$ cat config.mk
export PLATFORM = sky130hd
export DESIGN_NAME = adc_seq_top
export DESIGN_NICKNAME = d
export VERILOG_FILES = /design/src/shared/adc_seq_pkg.sv /design/src/hdl/adc_tad_divider.sv /design/src/hdl/adc_port_map.sv /design/src/hdl/adc_seq_top.sv
export VERILOG_INCLUDE_DIRS = /design/src /design/src/shared
export SDC_FILE = /design/constraint.sdc
export NUM_CORES = 1
export LEC_CHECK = 0
export BUFFER_PORTS_ARGS = -buffer_cell sky130_fd_sc_hd__buf_4
export CAP_MARGIN = 20
export CORE_MARGIN = 1
export CORE_UTILIZATION = 25
export DETAILED_ROUTE_END_ITERATION = 10
export GPL_TIMING_DRIVEN = 0
export PLACE_DENSITY = 0.52
export SETUP_SLACK_MARGIN = 0.4
export SYNTH_ARGS = -nofsm -noshare
export SYNTH_HDL_FRONTEND = slang
export SYNTH_SLANG_ARGS = --single-unit
export TNS_END_PERCENT = 30
$ cat constraint.sdc
create_clock -name ref_clk -period 3.9 [get_ports ref_clk]
set_input_delay 1.17 -clock ref_clk [delete_from_list [all_inputs] [get_ports ref_clk]]
set_output_delay 1.17 -clock ref_clk [all_outputs]
set_load 0.01 [all_outputs]
$ cat src/shared/adc_seq_defines.svh
// Offsets, field positions, reset values and timing counts of the converter sequencer.
// Assumes an 8-bit register port and a 10 MHz reference clock.
`ifndef ADC_SEQ_DEFINES_SVH
`define ADC_SEQ_DEFINES_SVH

// ****************************************
// Register offsets
// ****************************************
`define ADDR_RES_HI   8'h1e
`define ADDR_RES_LO   8'h9e
`define ADDR_CTRL     8'h1f
`define ADDR_CFG      8'h9f
`define ADDR_FLAG     8'h0c

// ****************************************
// Field positions and reset values
// ****************************************
`define CTRL_ON_BIT   0
`define CTRL_GO_BIT   2
`define CTRL_CHS_LSB  3
`define CTRL_CLK_LSB  6
`define CTRL_WMASK    8'hfd
`define CFG_JUST_BIT  7
`define CFG_WMASK     8'h8f
`define FLAG_DONE_BIT 6
`define CTRL_RST      8'h00
`define CFG_RST       8'h00
`define RES_RST       8'h00

// ****************************************
// Timing
// ****************************************
`define CLK_PERIOD_NS 100
`define RC_TAD_NS     4000
`define RC_TAD_CYC    (`RC_TAD_NS / `CLK_PERIOD_NS)
`define DIV_FAST      2
`define DIV_MID       8
`define DIV_SLOW      32
`define CONV_TADS     12
`define RECOV_TADS    2
`define RES_BITS      10

`endif

$ cat src/shared/adc_seq_pkg.sv
// Types shared by the converter sequencer modules.
// Assumes the constants header is included by each user.
package adc_seq_pkg;

  // Sequencer states.
  typedef enum logic [2:0] {
    ST_IDLE   = 3'b000,
    ST_SAMPLE = 3'b001,
    ST_CONV   = 3'b010,
    ST_FINISH = 3'b011,
    ST_RECOV  = 3'b100
  } seq_state_e;

  // Conversion clock sources.
  typedef enum logic [1:0] {
    CLK_DIV2  = 2'b00,
    CLK_DIV8  = 2'b01,
    CLK_DIV32 = 2'b10,
    CLK_RC    = 2'b11
  } clk_sel_e;

endpackage

$ cat src/hdl/adc_tad_divider.sv
// Conversion bit period tick generator.
// Assumes a free-running reference clock; the run input restarts the count.
`timescale 1ns/1ps
`include "adc_seq_defines.svh"

module adc_tad_divider
  import adc_seq_pkg::*;
#(
  parameter logic [7:0] RC_CYC = 8'(`RC_TAD_CYC)
) (
  input  wire logic       ref_clk,
  input  wire logic       rst_n,
  input  wire logic       run,
  input  wire logic [1:0] clk_sel,
  output logic            tick
);

  logic [7:0] cnt_q;
  logic [7:0] limit;

  // Select the period in reference clocks for each source.
  always_comb begin
    case (clk_sel)
      CLK_DIV2:  limit = 8'(`DIV_FAST);
      CLK_DIV8:  limit = 8'(`DIV_MID);
      CLK_DIV32: limit = 8'(`DIV_SLOW);
      CLK_RC:    limit = RC_CYC;
      default:   limit = 8'(`DIV_FAST);
    endcase
  end

  // The count restarts while idle so the first tick lands one full period later.
  always_ff @(posedge ref_clk or negedge rst_n) begin
    if (!rst_n) begin
      cnt_q <= 8'h00;
    end else if (!run || tick) begin
      cnt_q <= 8'h00;
    end else begin
      cnt_q <= cnt_q + 8'h01;
    end
  end

  // A switch to a faster source in mid-count ticks at once instead of wrapping the counter.
  assign tick = run && (cnt_q >= limit - 8'h01);
endmodule

$ cat src/hdl/adc_port_map.sv
// Decoder from the port configuration code to pin roles and reference use.
// Assumes a registered configuration code at its input.
`timescale 1ns/1ps

module adc_port_map (
  input  wire logic [3:0] cfg_code,
  output logic [7:0]      pin_is_analog,
  output logic            vref_pos_ext,
  output logic            vref_neg_ext,
  output logic [3:0]      chan_count,
  output logic [1:0]      ref_count
);

  // Pins are ordered channel 7 down to channel 0; a reference pin is not analog.
  always_comb begin
    vref_pos_ext = 1'b0;
    vref_neg_ext = 1'b0;
    case (cfg_code)
      4'h0: pin_is_analog = 8'hff;
      4'h1: begin pin_is_analog = 8'hf7; vref_pos_ext = 1'b1; end
      4'h2: pin_is_analog = 8'h1f;
      4'h3: begin pin_is_analog = 8'h17; vref_pos_ext = 1'b1; end
      4'h4: pin_is_analog = 8'h0b;
      4'h5: begin pin_is_analog = 8'h03; vref_pos_ext = 1'b1; end
      4'h6, 4'h7: pin_is_analog = 8'h00;
      4'h8: begin pin_is_analog = 8'hf3; vref_pos_ext = 1'b1; vref_neg_ext = 1'b1; end
      4'h9: pin_is_analog = 8'h3f;
      4'ha: begin pin_is_analog = 8'h37; vref_pos_ext = 1'b1; end
      4'hb: begin pin_is_analog = 8'h33; vref_pos_ext = 1'b1; vref_neg_ext = 1'b1; end
      4'hc: begin pin_is_analog = 8'h13; vref_pos_ext = 1'b1; vref_neg_ext = 1'b1; end
      4'hd: begin pin_is_analog = 8'h03; vref_pos_ext = 1'b1; vref_neg_ext = 1'b1; end
      4'he: pin_is_analog = 8'h01;
      4'hf: begin pin_is_analog = 8'h01; vref_pos_ext = 1'b1; vref_neg_ext = 1'b1; end
      default: pin_is_analog = 8'hff;
    endcase
  end

  // Usable channel and reference pin counts follow from the decoded roles.
  always_comb begin
    chan_count = 4'h0;
    for (int i = 0; i < 8; i++) begin
      chan_count = chan_count + {3'b000, pin_is_analog[i]};
    end
    ref_count = {1'b0, vref_pos_ext} + {1'b0, vref_neg_ext};
  end

endmodule

$ cat src/hdl/adc_seq_top.sv
// Successive-approximation converter sequencer with its register file.
// Assumes an 8-bit register port, a 10 MHz reference clock and an analog
// front end that reports one comparator decision per trial value.
`timescale 1ns/1ps
`include "adc_seq_defines.svh"

module adc_seq_top
  import adc_seq_pkg::*;
#(
  parameter logic [7:0] RC_CYC = 8'(`RC_TAD_CYC)
) (
  input  wire logic       ref_clk,
  input  wire logic       rst_n,
  input  wire logic [7:0] reg_addr,
  input  wire logic [7:0] reg_wdata,
  input  wire logic       reg_wr,
  input  wire logic       reg_rd,
  output logic [7:0]      reg_rdata,
  input  wire logic       cmp_above,
  output logic [2:0]      channel_sel,
  output logic            hold_connect,
  output logic [9:0]      sar_trial,
  output logic            module_on,
  output logic [7:0]      pin_is_analog,
  output logic            vref_pos_ext,
  output logic            vref_neg_ext,
  output logic [3:0]      analog_chan_count,
  output logic [1:0]      ref_pin_count,
  output logic            conversion_done_flag
);

  // ****************************************
  // Registers and state
  // ****************************************
  seq_state_e state_q;
  logic [7:0] ctrl_q;
  logic [7:0] cfg_q;
  logic [7:0] res_hi_q;
  logic [7:0] res_lo_q;
  logic [7:0] rdata_q;
  logic       done_q;
  logic       go_q;
  logic [9:0] sar_q;
  logic [3:0] bit_idx_q;
  logic [1:0] recov_cnt_q;
  logic [3:0] conv_ticks_q;
  logic       tick;
  logic       busy;
  logic       complete;
  logic       abort;
  logic       wr_ctrl;
  logic [9:0] result;

  // Write strobe decode is shared by several register processes.
  function automatic logic hit(input logic [7:0] addr, input logic [7:0] target);
    hit = (addr == target);
  endfunction

  assign wr_ctrl  = reg_wr && hit(reg_addr, `ADDR_CTRL);
  assign busy     = (state_q == ST_SAMPLE) || (state_q == ST_CONV) || (state_q == ST_FINISH);
  assign complete = (state_q == ST_FINISH) && tick && go_q;
  assign abort    = busy && !go_q;

  // Final result: trial register as it stands; last bit decision folded in at the tenth bit tick, before finishing.
  assign result = sar_q;

  // ****************************************
  // Submodules
  // ****************************************

  // Bit period tick runs only while a conversion or recovery is under way.
  // An abort restarts the count, so that recovery still lasts two full periods.
  adc_tad_divider #(
    .RC_CYC (RC_CYC)
  ) u_div (
    .ref_clk (ref_clk),
    .rst_n   (rst_n),
    .run     ((state_q != ST_IDLE) && !abort),
    .clk_sel (ctrl_q[`CTRL_CLK_LSB +: 2]),
    .tick    (tick)
  );

  // Pin roles decoded from the configuration code.
  adc_port_map u_map (
    .cfg_code      (cfg_q[3:0]),
    .pin_is_analog (pin_is_analog),
    .vref_pos_ext  (vref_pos_ext),
    .vref_neg_ext  (vref_neg_ext),
    .chan_count    (analog_chan_count),
    .ref_count     (ref_pin_count)
  );

  // ****************************************
  // Register file
  // ****************************************

  // Control register; the go bit is kept separately.
  always_ff @(posedge ref_clk or negedge rst_n) begin
    if (!rst_n) begin
      ctrl_q <= `CTRL_RST;
    end else if (wr_ctrl) begin
      ctrl_q <= reg_wdata & `CTRL_WMASK & ~(8'h01 << `CTRL_GO_BIT);
    end
  end

  // Go starts only if the module was already on; completion clears it.
  always_ff @(posedge ref_clk or negedge rst_n) begin
    if (!rst_n) begin
      go_q <= 1'b0;
    end else if (complete) begin
      go_q <= 1'b0;
    end else if (wr_ctrl) begin
      go_q <= reg_wdata[`CTRL_GO_BIT] && ctrl_q[`CTRL_ON_BIT];
    end
  end

  // Configuration register keeps only its implemented bits.
  always_ff @(posedge ref_clk or negedge rst_n) begin
    if (!rst_n) begin
      cfg_q <= `CFG_RST;
    end else if (reg_wr && hit(reg_addr, `ADDR_CFG)) begin
      cfg_q <= reg_wdata & `CFG_WMASK;
    end
  end

  // Done flag: a completion in the same cycle as a clear wins.
  always_ff @(posedge ref_clk or negedge rst_n) begin
    if (!rst_n) begin
      done_q <= 1'b0;
    end else if (complete) begin
      done_q <= 1'b1;
    end else if (reg_wr && hit(reg_addr, `ADDR_FLAG)) begin
      done_q <= reg_wdata[`FLAG_DONE_BIT];
    end
  end

  // Result pair: loaded justified at completion, else writable as plain storage.
  always_ff @(posedge ref_clk or negedge rst_n) begin
    if (!rst_n) begin
      res_hi_q <= `RES_RST;
      res_lo_q <= `RES_RST;
    end else if (complete) begin
      if (cfg_q[`CFG_JUST_BIT]) begin
        res_hi_q <= {6'b000000, result[9:8]};
        res_lo_q <= result[7:0];
      end else begin
        res_hi_q <= result[9:2];
        res_lo_q <= {result[1:0], 6'b000000};
      end
    end else begin
      if (reg_wr && hit(reg_addr, `ADDR_RES_HI)) begin
        res_hi_q <= reg_wdata;
      end
      if (reg_wr && hit(reg_addr, `ADDR_RES_LO)) begin
        res_lo_q <= reg_wdata;
      end
    end
  end

  // Read data stand one cycle after the strobe; unmapped addresses read zero.
  always_ff @(posedge ref_clk or negedge rst_n) begin
    if (!rst_n) begin
      rdata_q <= 8'h00;
    end else if (reg_rd) begin
      case (reg_addr)
        `ADDR_CTRL:   rdata_q <= ctrl_q | (8'(go_q) << `CTRL_GO_BIT);
        `ADDR_CFG:    rdata_q <= cfg_q;
        `ADDR_RES_HI: rdata_q <= res_hi_q;
        `ADDR_RES_LO: rdata_q <= res_lo_q;
        `ADDR_FLAG:   rdata_q <= 8'(done_q) << `FLAG_DONE_BIT;
        default:      rdata_q <= 8'h00;
      endcase
    end else begin
      rdata_q <= 8'h00;
    end
  end

  // ****************************************
  // Conversion sequencer
  // ****************************************

  // One sampling tick, ten bit ticks and one finishing tick make twelve periods.
  always_ff @(posedge ref_clk or negedge rst_n) begin
    if (!rst_n) begin
      state_q <= ST_IDLE;
    end else if (!ctrl_q[`CTRL_ON_BIT]) begin
      state_q <= ST_IDLE;
    end else if (abort) begin
      state_q <= ST_RECOV;
    end else begin
      case (state_q)
        ST_IDLE:   if (go_q) state_q <= ST_SAMPLE;
        ST_SAMPLE: if (tick) state_q <= ST_CONV;
        ST_CONV:   if (tick && bit_idx_q == 4'h0) state_q <= ST_FINISH;
        ST_FINISH: if (tick) state_q <= ST_RECOV;
        ST_RECOV:  if (tick && recov_cnt_q == 2'(`RECOV_TADS - 1)) state_q <= ST_IDLE;
        default:   state_q <= ST_IDLE;
      endcase
    end
  end

  // Trial register: decide the current bit and raise the next trial bit.
  always_ff @(posedge ref_clk or negedge rst_n) begin
    if (!rst_n) begin
      sar_q     <= 10'h000;
      bit_idx_q <= 4'h0;
    end else if (state_q == ST_SAMPLE && tick) begin
      sar_q     <= 10'h200;
      bit_idx_q <= 4'(`RES_BITS - 1);
    end else if (state_q == ST_CONV && tick) begin
      sar_q[bit_idx_q] <= cmp_above;
      if (bit_idx_q != 4'h0) begin
        sar_q[bit_idx_q - 4'h1] <= 1'b1;
        bit_idx_q <= bit_idx_q - 4'h1;
      end
    end
  end

  // Recovery period counter.
  always_ff @(posedge ref_clk or negedge rst_n) begin
    if (!rst_n) begin
      recov_cnt_q <= 2'b00;
    end else if (state_q != ST_RECOV) begin
      recov_cnt_q <= 2'b00;
    end else if (tick) begin
      recov_cnt_q <= recov_cnt_q + 2'b01;
    end
  end

  // Helper count of bit periods since the start, read by the checks below.
  always_ff @(posedge ref_clk or negedge rst_n) begin
    if (!rst_n) begin
      conv_ticks_q <= 4'h0;
    end else if (!busy) begin
      conv_ticks_q <= 4'h0;
    end else if (tick) begin
      conv_ticks_q <= conv_ticks_q + 4'h1;
    end
  end

  // ****************************************
  // Front end and status outputs
  // ****************************************

  // Hold capacitor tracks the channel only while idle and on; no discharge path.
  assign hold_connect = (state_q == ST_IDLE) && ctrl_q[`CTRL_ON_BIT];
  assign channel_sel  = ctrl_q[`CTRL_CHS_LSB +: 3];
  assign sar_trial    = sar_q;
  assign module_on    = ctrl_q[`CTRL_ON_BIT];
  assign reg_rdata    = rdata_q;
  assign conversion_done_flag = done_q;
endmodule

# Word-level counts from Yosys, hierarchy flattened
# Cells that the tools add are included.
# word_totals
regBits	64
word_cells	147
# classes
add_sub_neg	12
order_cmp	5
eq_ne	34
mux	38
bitwise_logic	2
n_reduce_logical	44
# ops
cell	count
8-bit one-hot mux with 13 select lines	1
8-bit two-way mux	8
8-bit one-hot mux with 5 select lines	1
4-bit == test, second input constant	8
8-bit one-hot mux with 4 select lines	1
10-bit two-way mux	3
4-bit by 1-bit adder with 4-bit output	6
3-bit two-way mux	7
1-bit logical AND	18
4-bit by 3-bit == test with 1-bit output, second input constant	4
8-bit by 5-bit == test with 1-bit output, second input constant	2
8-bit == test, second input constant	2
4-bit != test, second input constant	4
3-bit one-hot mux with 5 select lines	1
2-bit nonzero test	7
4-bit two-way mux	3
10-bit bitwise mux	1
4-bit by 5-bit less-than comparator with 1-bit output, second input constant	2
10-bit OR	1
9-bit OR reduction	1
8-bit by 1-bit adder with 8-bit output, second input constant	1
1-bit demux with 4-bit select	2
4-bit by 2-bit == test with 1-bit output, second input constant	2
8-bit by 4-bit == test with 1-bit output, second input constant	1
28 further kinds	48

# Logic depth before layout (Yosys ltp)
# Gate-level depths: netlist (run 1).
# depth
ltp_word	12
depth_mapped	9
depth_no_buf	9

# By module
# Synthesis (run 1) repeated with hierarchy kept, for this count alone.
# hier_totals
hier_cells	420
area_unflattened_um2	4184.0
# by_module_without_submodules
mod	instances	cells_each	area_per_inst_um2	seq_area_each_um2
adc_seq_top	1	332	3377.0	1401.3
adc_tad_divider	1	46	480.5	200.2
adc_port_map	1	42	326.6	0.0

# Least setup slack after synthesis (run 1)
# Ideal clock, no wire load.
# synth_timing
path_kind	reg2out
start	register cfg_q[2]
end	output analog_chan_count[1]
arrival_ns	2.849
t_required_ns	2.730
slack_ns	-0.119
stages_incl_launch_ff	10
path_cell_list	dfrtp_1 clkbuf_1 nand2_1 or2_2 ha_1 fa_1 fa_1 inv_1 fa_1 inv_1
# synth_between
elab_chain_cells	10
# synth_rtl
item	line_no	source
from (decl)	adc_seq_top.sv:37	logic [7:0] cfg_q;
from (signal assigned)	adc_seq_top.sv:120	cfg_q <= `CFG_RST;
from (signal assigned)	adc_seq_top.sv:122	cfg_q <= reg_wdata & `CFG_WMASK;
4-bit == test / 4-bit by 3-bit == test with 1-bit output (equally long branches)	adc_port_map.sv:18	case (cfg_code)
2-bit OR reduction, on equally long branches	--	
8-bit one-hot mux with 13 select lines *	adc_port_map.sv:18	
net pin_is_analog[1]	adc_seq_top.sv:24	output logic [7:0] pin_is_analog,
1-bit by 1-bit adder with 2-bit output *	adc_port_map.sv:42	chan_count = chan_count + {3'b000, pin_is_analog[i]};
4-bit by 1-bit adder with 4-bit output * (6 in series)	adc_port_map.sv:42	
to (decl)	adc_seq_top.sv:27	output logic [3:0] analog_chan_count,
# Mark *: on every way through the listed nets, which the timed path passes. The rest lies on a longest branch.

# Worst setup path in the final report (run 1)
# layout_timing
start	register cfg_q[2]
end	output analog_chan_count[1]
# layout_between
elab_chain_cells	10
# layout_rtl
item	line_no
4-bit == test / 4-bit by 3-bit == test with 1-bit output (equally long branches)	adc_port_map.sv:18
2-bit OR reduction, on equally long branches	--
8-bit one-hot mux with 13 select lines *	adc_port_map.sv:18
1-bit by 1-bit adder with 2-bit output	adc_port_map.sv:42
4-bit by 1-bit adder with 4-bit output (5 in series)	adc_port_map.sv:42
4-bit by 1-bit adder with 4-bit output *	adc_port_map.sv:42
# Mark *: on every way between the ends. The rest lies on a longest branch, timed or not.

==> results of run 1 <==
==> metal layers <==
metal	GRT usage, %	share of wire, %
met1	17.7	47
met2	21.8	48
met3	3.48	4.6
met4	3.99	1.1
met5	0	0
==> what timing repair did <==
action	CTS	global route
setup buffers	5	2
pin swaps	6	4
setup endpoints to repair	4	4
gates resized for setup	4	6
==> registers in the layout (all words and copies together), names as in the netlist <==
name / flops
u_div.cnt_q: 8
bit_idx_q: 4
reg_rdata: 8
cfg_q: 5
sar_trial: 10
go_q: 1
res_hi_q: 8
state_q: 3
ctrl_q: 6
recov_cnt_q: 2
res_lo_q: 8
conversion_done_flag: 1
==> logic make-up (layout without fill, tap and decap cells) <==
kind of cell / Yosys count / count (layout) / share of synthesized area (%)
buf+inv: 36 / 119 / 4.67
flops: 64 / 64 / 40.6
simple gates: 134 / 134 / 16.9
mux: 36 / 36 / 10.9
fa+ha+maj: 21 / 21 / 7.17
xor+xnor: 8 / 8 / 1.78
other cells: 1 / 1 / 0.0951
compound gates: 103 / 103 / 17.8
==> placed cells by master, fill, tap and decap left out, drive strengths merged, types with 8 or more instances in the layout <==
cell type and n:
buf 81, mux2i 20, inv 14, ha 17, o21ai 8, mux2 12, nor2b 12, clkbuf 18
o22a 8, a21oi 48, nand2 37, a31oi 8, dfrtp 64, nor2 39
==> final cells by class <==
type	instances	area share, %
Multi-Input combinational cell	303	43.6
Inverter	13	0.960
Buffer	23	2.86
Tap cell	211	5.19
Timing Repair Buffer	67	10.0
Clock inverter	7	1.38
Sequential cell	64	31.6
Clock buffer	9	4.43
==> power breakdown <==
group | switching [mW] | total (mW) | leakage (nW) | internal [mW]
combinational | 0.108 | 0.215 | 1.38 | 0.107
clock | 0.315 | 0.809 | 0.146 | 0.494
sequential | 0.0140 | 0.694 | 0.803 | 0.680
==> path summary, 6_finish.rpt <==
| path | end | depth (start not counted) | slack [ns] |
|---|---|---|---|
| setup / recovery | analog_chan_count[1] | 10 | -0.1 |
| hold / removal | u_div.cnt_q[0]$_DFF_PN0_ | 1 | 0.49 |
| setup reg to reg | state_q[0]$_DFFE_PN0P_ | 6 | 1.58 |
| hold reg to reg | u_div.cnt_q[0]$_DFF_PN0_ | 1 | 0.49 |
| max in group asynchronous | cfg_q[3]$_DFFE_PN0P_ | 1 | 2.41 |
| min in group asynchronous | cfg_q[2]$_DFFE_PN0P_ | 1 | 0.93 |
==> results.toml, run 1 <==
[sta]
final.period_utilization_pct = 102
skew_ns = 0.00534
setup_viol = 2
hold_slack_ns = 0.491
hold_viol = 0
tightest_slew_ns = 0.817
drv_slew = 0
fmax_mhz = 250
worst_slack_ns = -0.0959
rsz0062_at_grt = "true"
setup_tns_ns = -0.174
fin_crit_ns = 4.00
relSlewSlack_pct = 45.6

[finish]
postLayoutCellArea_sq_mm = 0.00508
final_util_pct = 33.2
fillCellCount = 1596
drive_above_1_share_pct = 29.2
syn2layout_area_growth_pct = 29.0
num_antenna_cells = 0
seq_area_sq_mm = 0.00160
finalNetCount = 522
instances_no_fill = 697
multiInputGateArea_sq_mm = 0.00221

[critical_path]
r2r_start = "ctrl_q[7]$_DFFE_PN0P_"
crit_required_ns = 2.73
critPathSlowestCell = "fa_1"
max_stage_delay_ns = 0.46
crit_family = "adder cells"
path_cells = "clkbuf_8 > nand2_4 > or2_4 > ha_4 > fa_1 > fa_2 > inv_2 > fa_1 > inv_2 > buf_6"
worstSetupPathType = "reg -> out"
cp-startpoint = "cfg_q[2]$_DFFE_PN0P_"
path_buf_inv = 4
start_kind = "flop"
cp_max_fo = 3
cp.arrival_ns = 2.83
endpoint_kind = "primary output"

[clock_tree]
numCtsBuffers = 9
cts_tree = "built"
cts.htree.levels = 3
ctsHoldBuffers = 0
clock_sinks = 64
path_clk_slew_ns = 0.06
worstSkewPairLatency_ns = 0.34
clockBufferDepth = 2
root_buffer = "clkbuf_16"

[pwr]
leakage_nw = 2.33
peakVddDrop_uv = 203
p_per_area_mw_per_mm2 = 338
p_total_mw = 1.72

[route]
vias_per_cell = 4.75
ant_nets = 0
vias = 3312
drt_iter0_markers = 113
first_pass_iters = 4
post_drt_wl_per_cell_microns = 14.9
wl_microns = 10400
drc = 0

[floorplanning]
io_pins = 61
dieArea_sq_mm = 0.0163
coreArea_sq_mm = 0.0153
die_y_microns = 128
initial_core_util_pct = 25.7
die_x_microns = 128
rows = 45

[synthesis]
ys_top_cells_by_count = "dfrtp_1, a21oi_1, nor2_1, nand2_1, mux2i_1"
async_flop_share_pct = 100
synthFlopType = "dfrtp_1"
avgSynthCellArea_sq_um = 9.78
ys_seq_area_share_pct = 40.6
synth.ff_latch_count = 64
yosys.area.top_type = "dfrtp_1"
yosysMostFrequentCell = "dfrtp_1"
yosys_warnings = 0
yosysTopAreaCellShare_pct = 40.6
syn_inst = 403
synth_nets = 444
synth_edf_count = 0
synth_area_sq_mm = 0.00394
synth_cell_types = 62
synth_area_leaders = "dfrtp_1, a21oi_1, ha_1"

[grt]
grt_antenna_before_repair = 0
track_usage_pct = 13.5
grt_pass1_wl_microns = 17200
grt_max_degree = 65
grt.overflow.total = 0
first_global_vias = 3347

[place]
place_inst = 674
place.gp.congestion = 0.819
dpl-instance-area_sq_mm = 0.00471
pre_cts_ws_ns = 0.117
dp_hpwl_microns = 7580
port_buffers = 60

[hold_path]
hp-class = "reg -> reg"
min_from = "u_div.cnt_q[0]$_DFF_PN0_"

[run]
max-cap-violations = 0

[status]
status = "complete, but fails checks"
failed_checks = "negative setup slack"
Power figures use the tool's default switching activity.
==> run 2, diff against run 1 <==
--- a/config.mk
+++ b/config.mk
@@ -9,12 +9,13 @@
 export BUFFER_PORTS_ARGS = -buffer_cell sky130_fd_sc_hd__buf_4
 export CAP_MARGIN = 20
 export CORE_MARGIN = 1
-export CORE_UTILIZATION = 25
+export CORE_UTILIZATION = 52
 export DETAILED_ROUTE_END_ITERATION = 10
 export GPL_TIMING_DRIVEN = 0
-export PLACE_DENSITY = 0.52
+export PLACE_DENSITY = 0.86
 export SETUP_SLACK_MARGIN = 0.4
 export SYNTH_ARGS = -nofsm -noshare
 export SYNTH_HDL_FRONTEND = slang
+export SYNTH_HIERARCHICAL = 1
 export SYNTH_SLANG_ARGS = --single-unit
 export TNS_END_PERCENT = 30
==> results.toml, run 2 <==
[place]
place.gp.congestion = 0.909
port_buffers = 59
dp_hpwl_microns = 7180
pre_cts_ws_ns = -0.147

[sta]
hold_viol = 0
fin_crit_ns = 4.39
setup_viol = 3
rsz0062_at_grt = "true"
fmax_mhz = 228
final.period_utilization_pct = 113
relSlewSlack_pct = 45.5
hold_slack_ns = 0.543
skew_ns = 0.0107
drv_slew = 0
worst_slack_ns = -0.489
tightest_slew_ns = 0.817

[grt]
track_usage_pct = 26.0
first_global_vias = 3596
grt_antenna_before_repair = 0
grt.overflow.total = 0
grt_max_degree = 65
grt_pass1_wl_microns = 17300

[critical_path]
worstSetupPathType = "reg -> out"
path_cells = "buf_6 > a211o_1 > nor2b_1 > fa_1 > fa_1 > inv_1 > ha_2 > inv_1 > fa_2 > inv_2 > buf_4"
endpoint_kind = "primary output"
critPathSlowestCell = "fa_2"
start_kind = "flop"
path_depth = 11
rr_worst_depth = 13
cp_max_fo = 4
max_stage_delay_ns = 0.52
cp.arrival_ns = 3.22
reg2reg_slack_ns = 0.81
crit_required_ns = 2.73
path_buf_inv = 5
r2r_start = "ctrl_q[6]$_DFFE_PN0P_"
cp-startpoint = "cfg_q[1]$_DFFE_PN0P_"
crit_family = "adder cells"

[clock_tree]
path_clk_slew_ns = 0.08
cts.htree.levels = 3
worstSkewPairLatency_ns = 0.35
root_buffer = "clkbuf_8"
ctsHoldBuffers = 0
clock_sinks = 64
cts_tree = "built"
numCtsBuffers = 9
clockBufferDepth = 2

[pwr]
p_int_mw = 1.19
seqPwrFrac_pct = 43.3
combPwrFrac_pct = 17.5
leakage_nw = 2.29
peakVddDrop_uv = 159
switching_share_pct = 27.1
p_sw_uw = 442
p_per_area_mw_per_mm2 = 323
p_clk_share_pct = 39.2
p_total_mw = 1.63

[floorplanning]
io_pins = 61
coreArea_sq_mm = 0.00777
die_y_microns = 91.7
die_x_microns = 91.7
initial_core_util_pct = 53.9
dieArea_sq_mm = 0.00841
rows = 32

[finish]
finalNetCount = 534
drive_above_1_share_pct = 29.9
num_antenna_cells = 0
final_cell_mix = "buf_4, dfrtp_1, a21oi_1, nor2_1, nand2_1"
syn2layout_area_growth_pct = 20.6
final_common_cell = "buf_4"
largest_reg_flops = 10
final_util_pct = 65.0

[synthesis]
syn_inst = 420
yosys.area.top_type = "dfrtp_1"
synth_area_sq_mm = 0.00418
async_flop_share_pct = 100
synth_area_leaders = "dfrtp_1, a21oi_1, mux2i_1"
synth_edf_count = 0
yosys_warnings = 6
synth_nets = 457
yosysMostFrequentCell = "dfrtp_1"
ys_top_cells_by_count = "dfrtp_1, a21oi_1, nor2_1, nand2_1, mux2i_1"
avgSynthCellArea_sq_um = 9.96
synth_cell_types = 75
synthFlopType = "dfrtp_1"
ys_seq_area_share_pct = 38.3
yosysTopAreaCellShare_pct = 38.3
synth.ff_latch_count = 64

[status]
status = "complete, but fails checks"
failed_checks = "negative setup slack"

[route]
vias_per_cell = 6.03
post_drt_wl_per_cell_microns = 16.9
first_pass_iters = 5
drt_iter0_markers = 218
vias = 3640
drc = 0
wl_microns = 10200
ant_nets = 0

[run]
max-cap-violations = 0

[hold_path]
min_from = "ctrl_q[3]$_DFFE_PN0P_"
whs_path_depth = 1
hp-class = "reg -> reg"
==> run 2: changes by cell type after synthesis, moves of 4 or more <==
cell and delta:
o22a_1 -8, buf_2 +8, a31oi_1 -4, mux2_2 -9, o21ai_0 +9, and3_1 -4
nor2b_1 +4, mux2_4 +10, nor2_1 -11, nand2_1 -12, ha_1 -4, o21a_1 -4
==> run 2: final timing paths <==
kind / endpoint
setup / recovery: analog_chan_count[1]
hold / removal: ctrl_q[3]$_DFFE_PN0P_
setup reg to reg: res_hi_q[3]$_DFFE_PN0P_
hold reg to reg: ctrl_q[3]$_DFFE_PN0P_
max in group asynchronous: bit_idx_q[3]$_DFFE_PN0P_
min in group asynchronous: bit_idx_q[1]$_DFFE_PN0P_
==> run 2: layout make-up <==
cell class | instances | area [sq um]
inverter | 18 | 67.6
fill | 615 | 2720
timing repair buffer | 66 | 495
buffer | 34 | 221
clock inverter | 7 | 96.3
sequential | 64 | 1600
clock buffer | 9 | 124
tap | 102 | 128
multi-input combinational | 304 | 2310
==> run 2: cells by family (layout without fill, tap and decap cells) <==
logic type               Yosys count  after routing  synth area share [%]
adder cells (fa/ha/maj)           16             16                  5.32
other                              1              1                0.0896
buffers and inverters             52            134                  6.85
AND/OR/NAND/NOR                  123            123                  17.8
flip-flops                        64             64                  38.3
multiplexers                      39             39                  11.9
AO/OA/AOI/OAI                    116            116                  17.9
XOR/XNOR                           9              9                  1.88
==> run 2: routing by layer <==
layer  wire length [microns]  GRT usage (%)  up-vias
met5                       0              0        -
met3                     715           5.31       26
li1                        -              -     1668
met4                     246           11.8        0
met1                    4150           33.9     1770
met2                    5100           41.7      176
==> run 2: repair_timing <==
action | CTS | global route
pin swaps | 2 | 1
setup endpoints to repair | 4 | 4
buffers inserted | 6 | 1
endpoints found under the hold margin | 0 | 0
resized for setup | 2 | 1
==> run 2: per-stage QoR <==
stage	cell area, sq um	setup TNS [ns]	cells
after detailed placement	4760	-0.252	581
after floorplan	4190	0	420
after global routing	5050	-1.60	604
after global placement	4760	-0.146	581
final	5050	-1.16	604
after CTS	5030	-1.18	603
==> run 2: power by group through the flow <==
stage          Combinational, mW  Sequential (mW)  Clock [mW]
3_3_place_gp               0.261            0.717           0
2_1_floorplan              0.162            0.713           0
5_1_grt                    0.313            0.708       0.681
3_5_place_dp               0.270            0.718           0
4_1_cts                    0.278            0.704       0.642
6_report                   0.285            0.705       0.639
==> run 3, diff against run 2 <==
--- a/config.mk
+++ b/config.mk
@@ -8,11 +8,13 @@
 export LEC_CHECK = 0
 export BUFFER_PORTS_ARGS = -buffer_cell sky130_fd_sc_hd__buf_4
 export CAP_MARGIN = 20
+export CELL_PAD_IN_SITES_DETAIL_PLACEMENT = 0
+export CELL_PAD_IN_SITES_GLOBAL_PLACEMENT = 2
 export CORE_MARGIN = 1
-export CORE_UTILIZATION = 52
+export CORE_UTILIZATION = 33
 export DETAILED_ROUTE_END_ITERATION = 10
 export GPL_TIMING_DRIVEN = 0
-export PLACE_DENSITY = 0.86
+export PLACE_DENSITY = 0.85
 export SETUP_SLACK_MARGIN = 0.4
 export SYNTH_ARGS = -nofsm -noshare
 export SYNTH_HDL_FRONTEND = slang
==> results.toml, run 3 (same netlist as run 2, synthesis figures left out) <==
[status]
status = "complete, but fails checks"
failed_checks = "negative setup slack"

[clock_tree]
clockBufferDepth = 2
ctsHoldBuffers = 0
root_buffer = "clkbuf_16"
numCtsBuffers = 9
worstSkewPairLatency_ns = 0.33
path_clk_slew_ns = 0.06
cts.htree.levels = 3
clock_sinks = 64
cts_tree = "built"

[sta]
hold_viol = 0
relSlewSlack_pct = 44.7
skew_ns = 0.00900
fin_crit_ns = 4.34
setup_viol = 3
final.period_utilization_pct = 111
rsz0062_at_grt = "true"
hold_slack_ns = 0.549
setup_tns_ns = -0.983
worst_slack_ns = -0.440
drv_slew = 0
fmax_mhz = 230
tightest_slew_ns = 0.830

[finish]
syn2layout_area_growth_pct = 24.3
drive_above_1_share_pct = 29.2
multiInputGateArea_sq_mm = 0.00231
largest_reg_flops = 10
final_cell_mix = "buf_4, dfrtp_1, a21oi_1, nor2_1, nand2_1"
finalNetCount = 529
postLayoutCellArea_sq_mm = 0.00520
final_common_cell = "buf_4"
fillCellCount = 1205
seq_area_sq_mm = 0.00160
num_antenna_cells = 0
final_util_pct = 42.7
instances_no_fill = 665

[critical_path]
timing.rr.end = "res_hi_q[2]$_DFFE_PN0P_"
worstSetupPathType = "reg -> out"
crit_family = "adder cells"
max_stage_delay_ns = 0.52
crit_path_end = "analog_chan_count[1]"
cp_max_fo = 9
crit_required_ns = 2.73
cp-startpoint = "cfg_q[2]$_DFFE_PN0P_"
r2r_start = "ctrl_q[6]$_DFFE_PN0P_"
endpoint_kind = "primary output"
critPathSlowestCell = "fa_2"
cp.arrival_ns = 3.17
rr_worst_depth = 13
start_kind = "flop"
path_buf_inv = 5
reg2reg_slack_ns = 0.87
path_depth = 11
path_cells = "buf_6 > a211o_1 > nor2b_1 > fa_1 > fa_1 > inv_1 > ha_2 > inv_1 > fa_2 > inv_2 > buf_4"

[grt]
first_global_vias = 3279
grt.overflow.total = 0
grt_max_degree = 65
grt_pass1_wl_microns = 17000
grt_antenna_before_repair = 0
track_usage_pct = 16.9

[place]
pre_cts_ws_ns = -0.131
dp_hpwl_microns = 7680
place.gp.congestion = 0.841
port_buffers = 59
place_inst = 647
dpl-instance-area_sq_mm = 0.00485

[floorplanning]
initial_core_util_pct = 34.4
coreArea_sq_mm = 0.0122
die_x_microns = 115
rows = 40
io_pins = 61
dieArea_sq_mm = 0.0131
die_y_microns = 115

[run]
max-cap-violations = 0

[route]
vias_per_cell = 5.06
post_drt_wl_per_cell_microns = 15.9
first_pass_iters = 4
vias = 3365
ant_nets = 0
drc = 0
wl_microns = 10500
drt_iter0_markers = 201

[pwr]
peakVddDrop_uv = 196
p_total_mw = 1.87
leakage_nw = 2.30
p_per_area_mw_per_mm2 = 359

[hold_path]
hp-class = "reg -> reg"
[run 3: changes by cell type in the layout (fill, tap and decap cells not counted), sizes merged]
cell | previous run | this run
inv | 18 | 20
clkinvlp | 0 | 1
buf | 92 | 87
clkinv | 5 | 2
[run 3: metal layers]
layer	share of wire (%)	track usage (%)	vias up
li1	-	-	1659
met1	47	22.2	1622
met2	48	27.8	78
met3	4.2	3.81	6
met4	0.48	4.76	0
met5	0	0	-
[run 3: layout make-up]
class	instances	area share, %
multi-input cells	304	44.5
flip-flops and latches	64	30.8
repair buffers	61	8.81
clock buffers	9	4.33
plain buffers	34	4.26
well taps	168	4.04
clock inverters	7	1.97
inverters	18	1.30
[run 3: what timing repair did]
| item | CTS | global route |
|---|---|---|
| setup endpoints to repair | 4 | 4 |
| pin swaps | 1 | 0 |
| setup buffers | 2 | 0 |
| gates resized for setup | 3 | 0 |
| gates cloned | 0 | 0 |
[run 3: power by group]
part	internal (mW)	switching, mW	total (mW)
Combinational	0.139	0.139	0.277
Clock	0.566	0.316	0.881
Sequential	0.684	0.0219	0.706
[run 3: worst min-delay path by stage]
| stage | endpoint | depth (start not counted) | start |
|---|---|---|---|
| final | ctrl_q[5]$_DFFE_PN0P_ | 1 | ctrl_q[5]$_DFFE_PN0P_ |
| after global routing | ctrl_q[4]$_DFFE_PN0P_ | 1 | ctrl_q[4]$_DFFE_PN0P_ |
| after CTS | ctrl_q[5]$_DFFE_PN0P_ | 1 | ctrl_q[5]$_DFFE_PN0P_ |
| after detailed placement | ctrl_q[5]$_DFFE_PN0P_ | 1 | ctrl_q[5]$_DFFE_PN0P_ |
| after global placement | cfg_q[0]$_DFFE_PN0P_ | 1 | cfg_q[0]$_DFFE_PN0P_ |
| after floorplan | cfg_q[0]$_DFFE_PN0P_ | 1 | cfg_q[0]$_DFFE_PN0P_ |
